File: src/verilog/swr_pkg.sv
// Constants shared by the supervisor watchdog reset block.
// Assumes a 10 MHz system clock; all timing counts are derived from it.
package swr_pkg;

  // --------------------------------------------------------------------
  // Clock and timing
  // --------------------------------------------------------------------
  localparam int unsigned CLK_PERIOD_NS   = 100;
  localparam int unsigned RST_PULSE_MS    = 500;
  localparam int unsigned WDOG_TIMEOUT_MS = 700;
  localparam int unsigned STROBE_MIN_NS   = 500;
  localparam int unsigned DEBOUNCE_NS     = 500;
  // Least times round up, nominal timeout rounds down.
  localparam int unsigned RST_PULSE_CYC   =
    (RST_PULSE_MS * 1000000 + CLK_PERIOD_NS - 1) / CLK_PERIOD_NS;
  localparam int unsigned WDOG_TIMEOUT_CYC = (WDOG_TIMEOUT_MS * 1000000) / CLK_PERIOD_NS;
  localparam int unsigned STROBE_MIN_CYC  =
    (STROBE_MIN_NS + CLK_PERIOD_NS - 1) / CLK_PERIOD_NS;
  localparam int unsigned DEBOUNCE_CYC    =
    (DEBOUNCE_NS + CLK_PERIOD_NS - 1) / CLK_PERIOD_NS;

  // --------------------------------------------------------------------
  // Widths and reset values
  // --------------------------------------------------------------------
  localparam int unsigned CNT_W      = 24;
  localparam int unsigned FILT_W     = 4;
  localparam logic [CNT_W-1:0]  CNT_ZERO  = 24'h000000;
  localparam logic [FILT_W-1:0] FILT_ZERO = 4'h0;

  // Supervisor states, one-hot.
  typedef enum logic [2:0] {
    ST_HOLD = 3'h1,   // Reset line driven low.
    ST_RUN  = 3'h2,   // Line released, watchdog counting.
    ST_EXT  = 3'h4    // Outside agent pulled line low; goes to ST_HOLD on the next cycle.
  } swr_state_t;

endpackage : swr_pkg

File: src/verilog/swr_filt_if.sv
// Carrier between the supervisor top and its input filter.
// Assumes both ends run on the same clock.
`timescale 1ns/10ps
interface swr_filt_if;
  logic rawLevel;
  logic stableLevel;
  logic fallPulse;
  modport filt (input rawLevel, output stableLevel, output fallPulse);
  modport user (output rawLevel, input stableLevel, input fallPulse);
endinterface : swr_filt_if

File: src/verilog/swr_filter.sv
// Input filter: a level must hold for a number of cycles before it is believed.
// Assumes a synchronous input and a clock enable shared with the top.
`timescale 1ns/10ps
module swr_filter
  import swr_pkg::*;
#(
  parameter int unsigned HOLD_CYC = DEBOUNCE_CYC
) (
  // Clock and control
  input wire logic clk_sys,
  input wire logic reset,
  input wire logic clkEn,
  // Filter channel
  swr_filt_if.filt f
);

  typedef struct packed {
    logic              stable;
    logic              fall;
    logic [FILT_W-1:0] cnt;
  } swr_filt_t;

  swr_filt_t st_q, st_d;

  // --------------------------------------------------------------------
  // Filter logic
  // --------------------------------------------------------------------
  // A changed level restarts its own count; bounce never reaches the output.
  always_comb begin
    st_d      = st_q;
    st_d.fall = 1'b0;
    if (f.rawLevel == st_q.stable) begin
      st_d.cnt = FILT_ZERO;
    end else if (st_q.cnt >= FILT_W'(HOLD_CYC - 1)) begin
      st_d.stable = f.rawLevel;
      st_d.fall   = ~f.rawLevel;
      st_d.cnt    = FILT_ZERO;
    end else begin
      st_d.cnt = st_q.cnt + 1'b1;
    end
  end

  // Line idles high, so the believed level starts high.
  always_ff @(posedge clk_sys) begin
    if (reset) begin
      st_q <= '{stable: 1'b1, fall: 1'b0, cnt: FILT_ZERO};
    end else if (clkEn) begin
      st_q <= st_d;
    end
  end

  assign f.stableLevel = st_q.stable;
  assign f.fallPulse   = st_q.fall & clkEn;

endmodule : swr_filter

File: src/verilog/swr_supervisor.sv
// Supervisor watchdog reset: drives one open-drain reset/strobe line.
// Assumes line levels arrive already sliced into low and strobe-low inputs.
`timescale 1ns/10ps
module swr_supervisor
  import swr_pkg::*;
#(
  parameter int unsigned PULSE_CYC   = RST_PULSE_CYC,
  parameter int unsigned TIMEOUT_CYC = WDOG_TIMEOUT_CYC
) (
  // Clock, reset, enable
  input  wire logic clk_sys,
  input  wire logic reset,
  input  wire logic clkEn,
  // Supply monitor
  input  wire logic supplyLow,
  // Reset/strobe line, open drain
  input  wire logic lineLowIn,
  input  wire logic strobeLowIn,
  output logic      lineOut,
  output logic      lineOe
);

  typedef struct packed {
    swr_state_t       state;
    logic [CNT_W-1:0] cnt;
    logic             drive;
  } swr_sup_t;

  swr_sup_t st_q, st_d;

  swr_filt_if lineF ();
  swr_filt_if strbF ();

  // --------------------------------------------------------------------
  // Input filters
  // --------------------------------------------------------------------
  // The line filter sees the line only while we do not drive it ourselves.
  assign lineF.rawLevel = ~(lineLowIn & ~st_q.drive);
  assign strbF.rawLevel = ~strobeLowIn;

  swr_filter #(.HOLD_CYC(DEBOUNCE_CYC)) uLineFilt (
    .clk_sys (clk_sys),
    .reset   (reset),
    .clkEn   (clkEn),
    .f       (lineF.filt)
  );

  swr_filter #(.HOLD_CYC(STROBE_MIN_CYC)) uStrbFilt (
    .clk_sys (clk_sys),
    .reset   (reset),
    .clkEn   (clkEn),
    .f       (strbF.filt)
  );

  // --------------------------------------------------------------------
  // Supervisor state machine
  // --------------------------------------------------------------------
  // The pulse counter is also the watchdog counter; one counter saves area
  // since the two intervals never run at the same time.
  always_comb begin
    st_d = st_q;
    case (st_q.state)
      ST_HOLD: begin
        st_d.drive = 1'b1;
        if (supplyLow) begin
          st_d.cnt = CNT_ZERO;
        end else if (st_q.cnt >= CNT_W'(PULSE_CYC - 1)) begin
          st_d.state = ST_RUN;
          st_d.cnt   = CNT_ZERO;
          st_d.drive = 1'b0;
        end else begin
          st_d.cnt = st_q.cnt + 1'b1;
        end
      end
      ST_RUN: begin
        st_d.drive = 1'b0;
        if (!lineF.stableLevel) begin
          st_d.state = ST_EXT;
          st_d.cnt   = CNT_ZERO;
        end else if (strbF.fallPulse) begin
          st_d.cnt = CNT_ZERO;
        end else if (st_q.cnt >= CNT_W'(TIMEOUT_CYC - 1)) begin
          // timeout asserts reset; repeats since we come back here
          st_d.state = ST_HOLD;
          st_d.cnt   = CNT_ZERO;
          st_d.drive = 1'b1;
        end else begin
          st_d.cnt = st_q.cnt + 1'b1;
        end
      end
      ST_EXT: begin
        // stretch outside request; the count runs while held low.
        st_d.drive = 1'b1;
        st_d.state = ST_HOLD;
        st_d.cnt   = CNT_ZERO;
      end
      default: begin
        st_d.state = ST_HOLD;
        st_d.cnt   = CNT_ZERO;
        st_d.drive = 1'b1;
      end
    endcase
    if (supplyLow) begin
      st_d.state = ST_HOLD;
      st_d.cnt   = CNT_ZERO;
      st_d.drive = 1'b1;
    end
  end

  // Reset starts in the hold state so the line is low from power-on.
  always_ff @(posedge clk_sys) begin
    if (reset) begin
      st_q <= '{state: ST_HOLD, cnt: CNT_ZERO, drive: 1'b1};
    end else if (clkEn) begin
      st_q <= st_d;
    end
  end

  // Open drain: only ever drive low.
  assign lineOut = 1'b0;
  assign lineOe  = st_q.drive;

  // --------------------------------------------------------------------
  // Assertions
  // --------------------------------------------------------------------
  // Cycles the line has been driven, saturating at the pulse length.
  int unsigned holdCnt;
  always_ff @(posedge clk_sys) begin
    if (reset || !lineOe) begin
      holdCnt <= 0;
    end else if (clkEn && holdCnt < PULSE_CYC) begin
      holdCnt <= holdCnt + 1;
    end
  end

  // Cycles since supply last read low; the hold may only end once this
  // has reached one less than the pulse length. Frozen cycles do not count.
  int unsigned supRecCnt;
  always_ff @(posedge clk_sys) begin
    if (reset || (clkEn && supplyLow)) begin
      supRecCnt <= 0;
    end else if (clkEn && supRecCnt < PULSE_CYC) begin
      supRecCnt <= supRecCnt + 1;
    end
  end

  // Cycles the line has stood released without a strobe. An outside
  // request seen on the last count adds one cycle before the pulse starts.
  int unsigned runCnt;
  always_ff @(posedge clk_sys) begin
    if (reset || lineOe || strbF.fallPulse) begin
      runCnt <= 0;
    end else if (clkEn) begin
      runCnt <= runCnt + 1;
    end
  end

  supply_drives_low_a: assert property (@(posedge clk_sys) disable iff (reset)
    clkEn && supplyLow |=> lineOe) else $error("Line not driven during supply low.");
  pulse_min_width_a: assert property (@(posedge clk_sys) disable iff (reset)
    $fell(lineOe) |-> $past(holdCnt) >= PULSE_CYC - 1) else $error("Reset pulse too short.");
  supply_release_a: assert property (@(posedge clk_sys) disable iff (reset)
    $fell(lineOe) |-> !$past(supplyLow)) else $error("Released during supply low.");
  strobe_clears_a: assert property (@(posedge clk_sys) disable iff (reset)
    clkEn && st_q.state == ST_RUN && strbF.fallPulse && lineF.stableLevel && !supplyLow
    |=> st_q.cnt == CNT_ZERO) else $error("Strobe did not clear watchdog.");
  timeout_fires_a: assert property (@(posedge clk_sys) disable iff (reset)
    st_q.state == ST_RUN && st_q.cnt >= CNT_W'(TIMEOUT_CYC - 1) && clkEn
    && lineF.stableLevel && !strbF.fallPulse |=> lineOe)
    else $error("Watchdog timeout missed.");
  release_restart_a: assert property (@(posedge clk_sys) disable iff (reset)
    $fell(lineOe) |-> st_q.cnt == CNT_ZERO) else $error("Count not restarted at release.");
  ext_request_a: assert property (@(posedge clk_sys) disable iff (reset)
    clkEn && st_q.state == ST_RUN && !lineF.stableLevel && !supplyLow |=> ##1 lineOe)
    else $error("Outside request ignored.");
  state_onehot_a: assert property (@(posedge clk_sys) disable iff (reset)
    $onehot(st_q.state)) else $error("State not one-hot.");
  supply_hold_time_a: assert property (@(posedge clk_sys) disable iff (reset)
    $fell(lineOe) |-> $past(supRecCnt) >= PULSE_CYC - 1)
    else $error("Released too soon after supply recovery.");
  watchdog_bound_a: assert property (@(posedge clk_sys) disable iff (reset)
    runCnt <= TIMEOUT_CYC + 1)
    else $error("Line released too long without a strobe.");
  hold_drives_line_a: assert property (@(posedge clk_sys) disable iff (reset)
    lineOe == (st_q.state == ST_HOLD))
    else $error("Line drive does not follow the hold state.");

  // Main scenarios: timeout, outside request, strobe, supply dip and release.
  cov_timeout_c: cover property (@(posedge clk_sys) disable iff (reset)
    st_q.state == ST_RUN ##1 st_q.state == ST_HOLD && !supplyLow);
  cov_ext_c: cover property (@(posedge clk_sys) disable iff (reset) st_q.state == ST_EXT);
  cov_strobe_c: cover property (@(posedge clk_sys) disable iff (reset)
    st_q.state == ST_RUN && strbF.fallPulse);
  cov_supply_c: cover property (@(posedge clk_sys) disable iff (reset)
    supplyLow ##1 lineOe);
  cov_release_c: cover property (@(posedge clk_sys) disable iff (reset)
    $fell(lineOe));

endmodule : swr_supervisor

File: config.mk
export PLATFORM = sky130hd
export DESIGN_NAME = swr_supervisor
export DESIGN_NICKNAME = d
export VERILOG_FILES = /design/src/verilog/swr_pkg.sv /design/src/verilog/swr_filt_if.sv /design/src/verilog/swr_filter.sv /design/src/verilog/swr_supervisor.sv
export SDC_FILE = /design/constraint.sdc
export NUM_CORES = 1
export LEC_CHECK = 0
export ABC_AREA = 1
export BUFFER_PORTS_ARGS = -buffer_cell sky130_fd_sc_hd__buf_2
export CAP_MARGIN = 20
export CORE_ASPECT_RATIO = 1.75
export CORE_MARGIN = 2
export CORE_UTILIZATION = 45
export CTS_BUF_LIST = sky130_fd_sc_hd__clkbuf_8
export DETAILED_ROUTE_END_ITERATION = 16
export GPL_TIMING_DRIVEN = 0
export MAX_ROUTING_LAYER = met4
export SLEW_MARGIN = 20
export SYNTH_ARGS = -nofsm -noshare
export SYNTH_HDL_FRONTEND = slang
export SYNTH_SLANG_ARGS = --single-unit
File: constraint.sdc
create_clock -name clk_sys -period 1.7 [get_ports clk_sys]
set_input_delay 0.085 -clock clk_sys [delete_from_list [all_inputs] [get_ports clk_sys]]
set_output_delay 0.085 -clock clk_sys [all_outputs]
set_load 0.01 [all_outputs]
==> flow_summary.yaml <==
placed_design:
  gp_congestion: 0.886
  dp_hpwl_mm: 4.89
  dpl.cell_count: 457
  dpl_cell_area_um2: 2610
  port_buffers: 5
cts:
  cts_tree: "yes"
  clk_path_buf_depth: 2
  cts_sinks: 39
  path_clk_slew_ns: 0.09
  clock_latency_ns: 0.30
  cts-root-buf: "clkbuf_8"
  cts_made_buffers: 5
  h-tree-depth: 2
sta:
  fmax_mhz: 600
  fin_crit_sh_pct: 98.1
  skew_ns: 0.00279
  hold_viol: 0
  slew_headroom_pct: 60.0
  setup_viol_count_final: 0
  min_period_ns: 1.67
  worst_slew_pin_slew_ns: 0.599
  rsz0062_at_grt: "true"
  slew_violations: 0
route:
  firstDrtPassIters: 4
  routedWlPerCell_um: 13.8
  vias: 2425
  drt_iter0_drc: 100
  drc: 0
  drt_wl_total_mm: 6.58
  via_per_inst: 5.08
  ant_nets: 0
die:
  die_w_um: 60.2
  die_y_um: 102
  io-pin-count: 8
  coreArea_um2: 5300
  die_area_um2: 6170
  rows: 35
  start_util_pct: 47.0
yosys:
  synth-seq-cells: 39
  synthMuxAreaShare_pct: 0
  synth_top_family_by_area: "simple AND/OR/NAND/NOR gates"
  syn_area_per_cell_um2: 6.59
  ys_warn_count: 0
  yosysUniqueCellTypes: 35
  synth-compound-area-share_pct: 15.1
  synthSimpleGateAreaFrac_pct: 40.8
  synthAdderAreaFrac_pct: 1.51
  synthXorXnorAreaFrac_pct: 1.41
  ys_seq_area_share_pct: 31.4
  synth_fp_nets: 387
  syn_inst: 378
  netlist_area_um2: 2490
grt:
  antenna_found_initial: 0
  grt_overflow: 0
  grt_pass1_vias: 2313
  grt_pass1_wl_mm: 10.7
  grt_use_total_pct: 24.1
  grt_start_max_net_pins: 15
cells_and_area:
  final_nets: 411
  final_area_um2: 2930
  drive_gt1_share_pct: 25.3
  final_common_cell: "nand2_1"
  num_antenna_cells: 0
  area_growth_pct: 17.8
  layout_common_cells: "96 x nand2_1, 40 x inv_1, 36 x nor2_1"
  stdcell_count: 477
job:
  maxCapViolCount: 0
setup_path:
  cp-start-kind: "flip-flop"
  crit_type: "flip-flop to flip-flop"
  crit_top_cell: "nand2_4"
  worst_ep_required_time_ns: 1.94
  cp-end-kind: "flip-flop"
  slowest_stage: "dfxtp_4"
  critPathMaxFanout: 5
  worstPathCellList: "ha_4 > nand2_4 > nor2_4 > nand3b_1 > nand2_2 > nand2_2 > nand2_4 > o21ai_4 > nand2_4 > clkbuf_16 > o21ai_2"
  cp_data_arrival_time_ns: 1.91
  critical-path-max-stage-delay_ns: 0.37
power_and_ir_drop:
  leakage_nw: 1.20
  powerDensity_nw_per_um2: 639
  peakVddDrop_v: 0.000477
hold_path:
  hp-class: "input port to flip-flop"
outcome:
  status: "complete, no violations"
==> cell type report <==
class	instances	area [µm²]
fillers	546	2360
multi-input cells	281	1560
flip-flops and latches	39	803
inverters	49	188
repair buffers	17	133
well taps	74	92.6
clock buffers	5	68.8
plain buffers	9	66.3
clock inverters	3	23.8
==> power breakdown <==
| group | switching (W) | total [W] | internal, W |
|---|---|---|---|
| clock network | 0.000386 | 0.000680 | 0.000294 |
| registers | 0.00000997 | 0.000935 | 0.000925 |
| logic | 0.000164 | 0.000260 | 0.0000961 |
==> path summary, 6_finish.rpt <==
path	end	startpoint	slack, ns	cells after the start
worst min register to register	uStrbFilt.st_q[3]	uStrbFilt.st_q[3]	0.44	2
worst max-delay path	st_q[22]	st_q[2]	0.03	11
worst max register to register	st_q[22]	st_q[2]	0.03	11
worst min-delay path	uStrbFilt.st_q[4]	strobeLowIn	0.07	3
==> worst max-delay path: cells and delay by family, from the launching register on <==
family,cells,cell delay [ns]
compound gates,2,0.30
fa+ha+maj,1,0.18
buf+inv,1,0.18
flops,1,0.37
simple gates,7,0.57
==> kinds of logic (layout without fill, tap and decap cells) <==
family	Yosys count	in the layout
flip-flops	39	39
XOR/XNOR	4	4
adder cells (fa/ha/maj)	3	3
AND/OR/NAND/NOR	213	213
buffers and inverters	58	83
AO/OA/AOI/OAI	60	60
other	1	1
==> cells in the mapped netlist, drive strengths merged <==
cell	instances	share of area (%)
dfxtp	39	31
o211ai	1	0.30
a31oi	4	1.0
ha	3	1.5
inv	48	7.2
o21ai	37	9.4
nand4	9	2.3
xor2	3	1.1
a21oi	15	3.5
conb	1	0.15
buf	4	1.6
a21o	1	0.30
nand3b	2	0.60
nor2	50	9.7
nand3	31	7.4
nand2	108	18
clkbuf	5	0.75
xnor2	1	0.35
clkinv	1	0.15
o31ai	2	0.60
nor3	13	3.1
==> through the flow <==
step	worst slack, ns	hold slack [ns]	utilization, %	setup TNS [ns]	total power, W
floorplan	0.171	0.248	-	0	0.00111
global placement	-0.198	0.381	49.2	-3.54	0.00117
detailed placement	-0.218	0.385	49.2	-4.09	0.00117
CTS	0.000476	0.0613	51.8	0	0.00186
global route	-0.0503	0.0731	55.4	-0.344	0.00196
finish	0.0324	0.0650	55.4	0	0.00187
==> layer usage <==
metal / global-route usage (%) / wire (µm)
met3: 2.78 / 207
met2: 43.5 / 3510
met4: 9.91 / 243
met5: - / 0
met1: 25.8 / 2630
==> registers in the layout (all words and copies together) (netlist names) <==
| signal | count |
|---|---|
| lineOe | 1 |
| uStrbFilt.f.stableLevel | 1 |
| st_q | 27 |
| uLineFilt.st_q | 4 |
| uStrbFilt.st_q | 5 |
| uLineFilt.f.stableLevel | 1 |
==> what timing repair did <==
action | in CTS | in global routing
hold buffers | 0 | 0
resized for setup | 10 | 31
endpoints found under the setup margin | 26 | 25
gates cloned | 0 | 1
setup buffers | 2 | 9
pin swaps | 2 | 12
(Power assumes the default switching activity.)
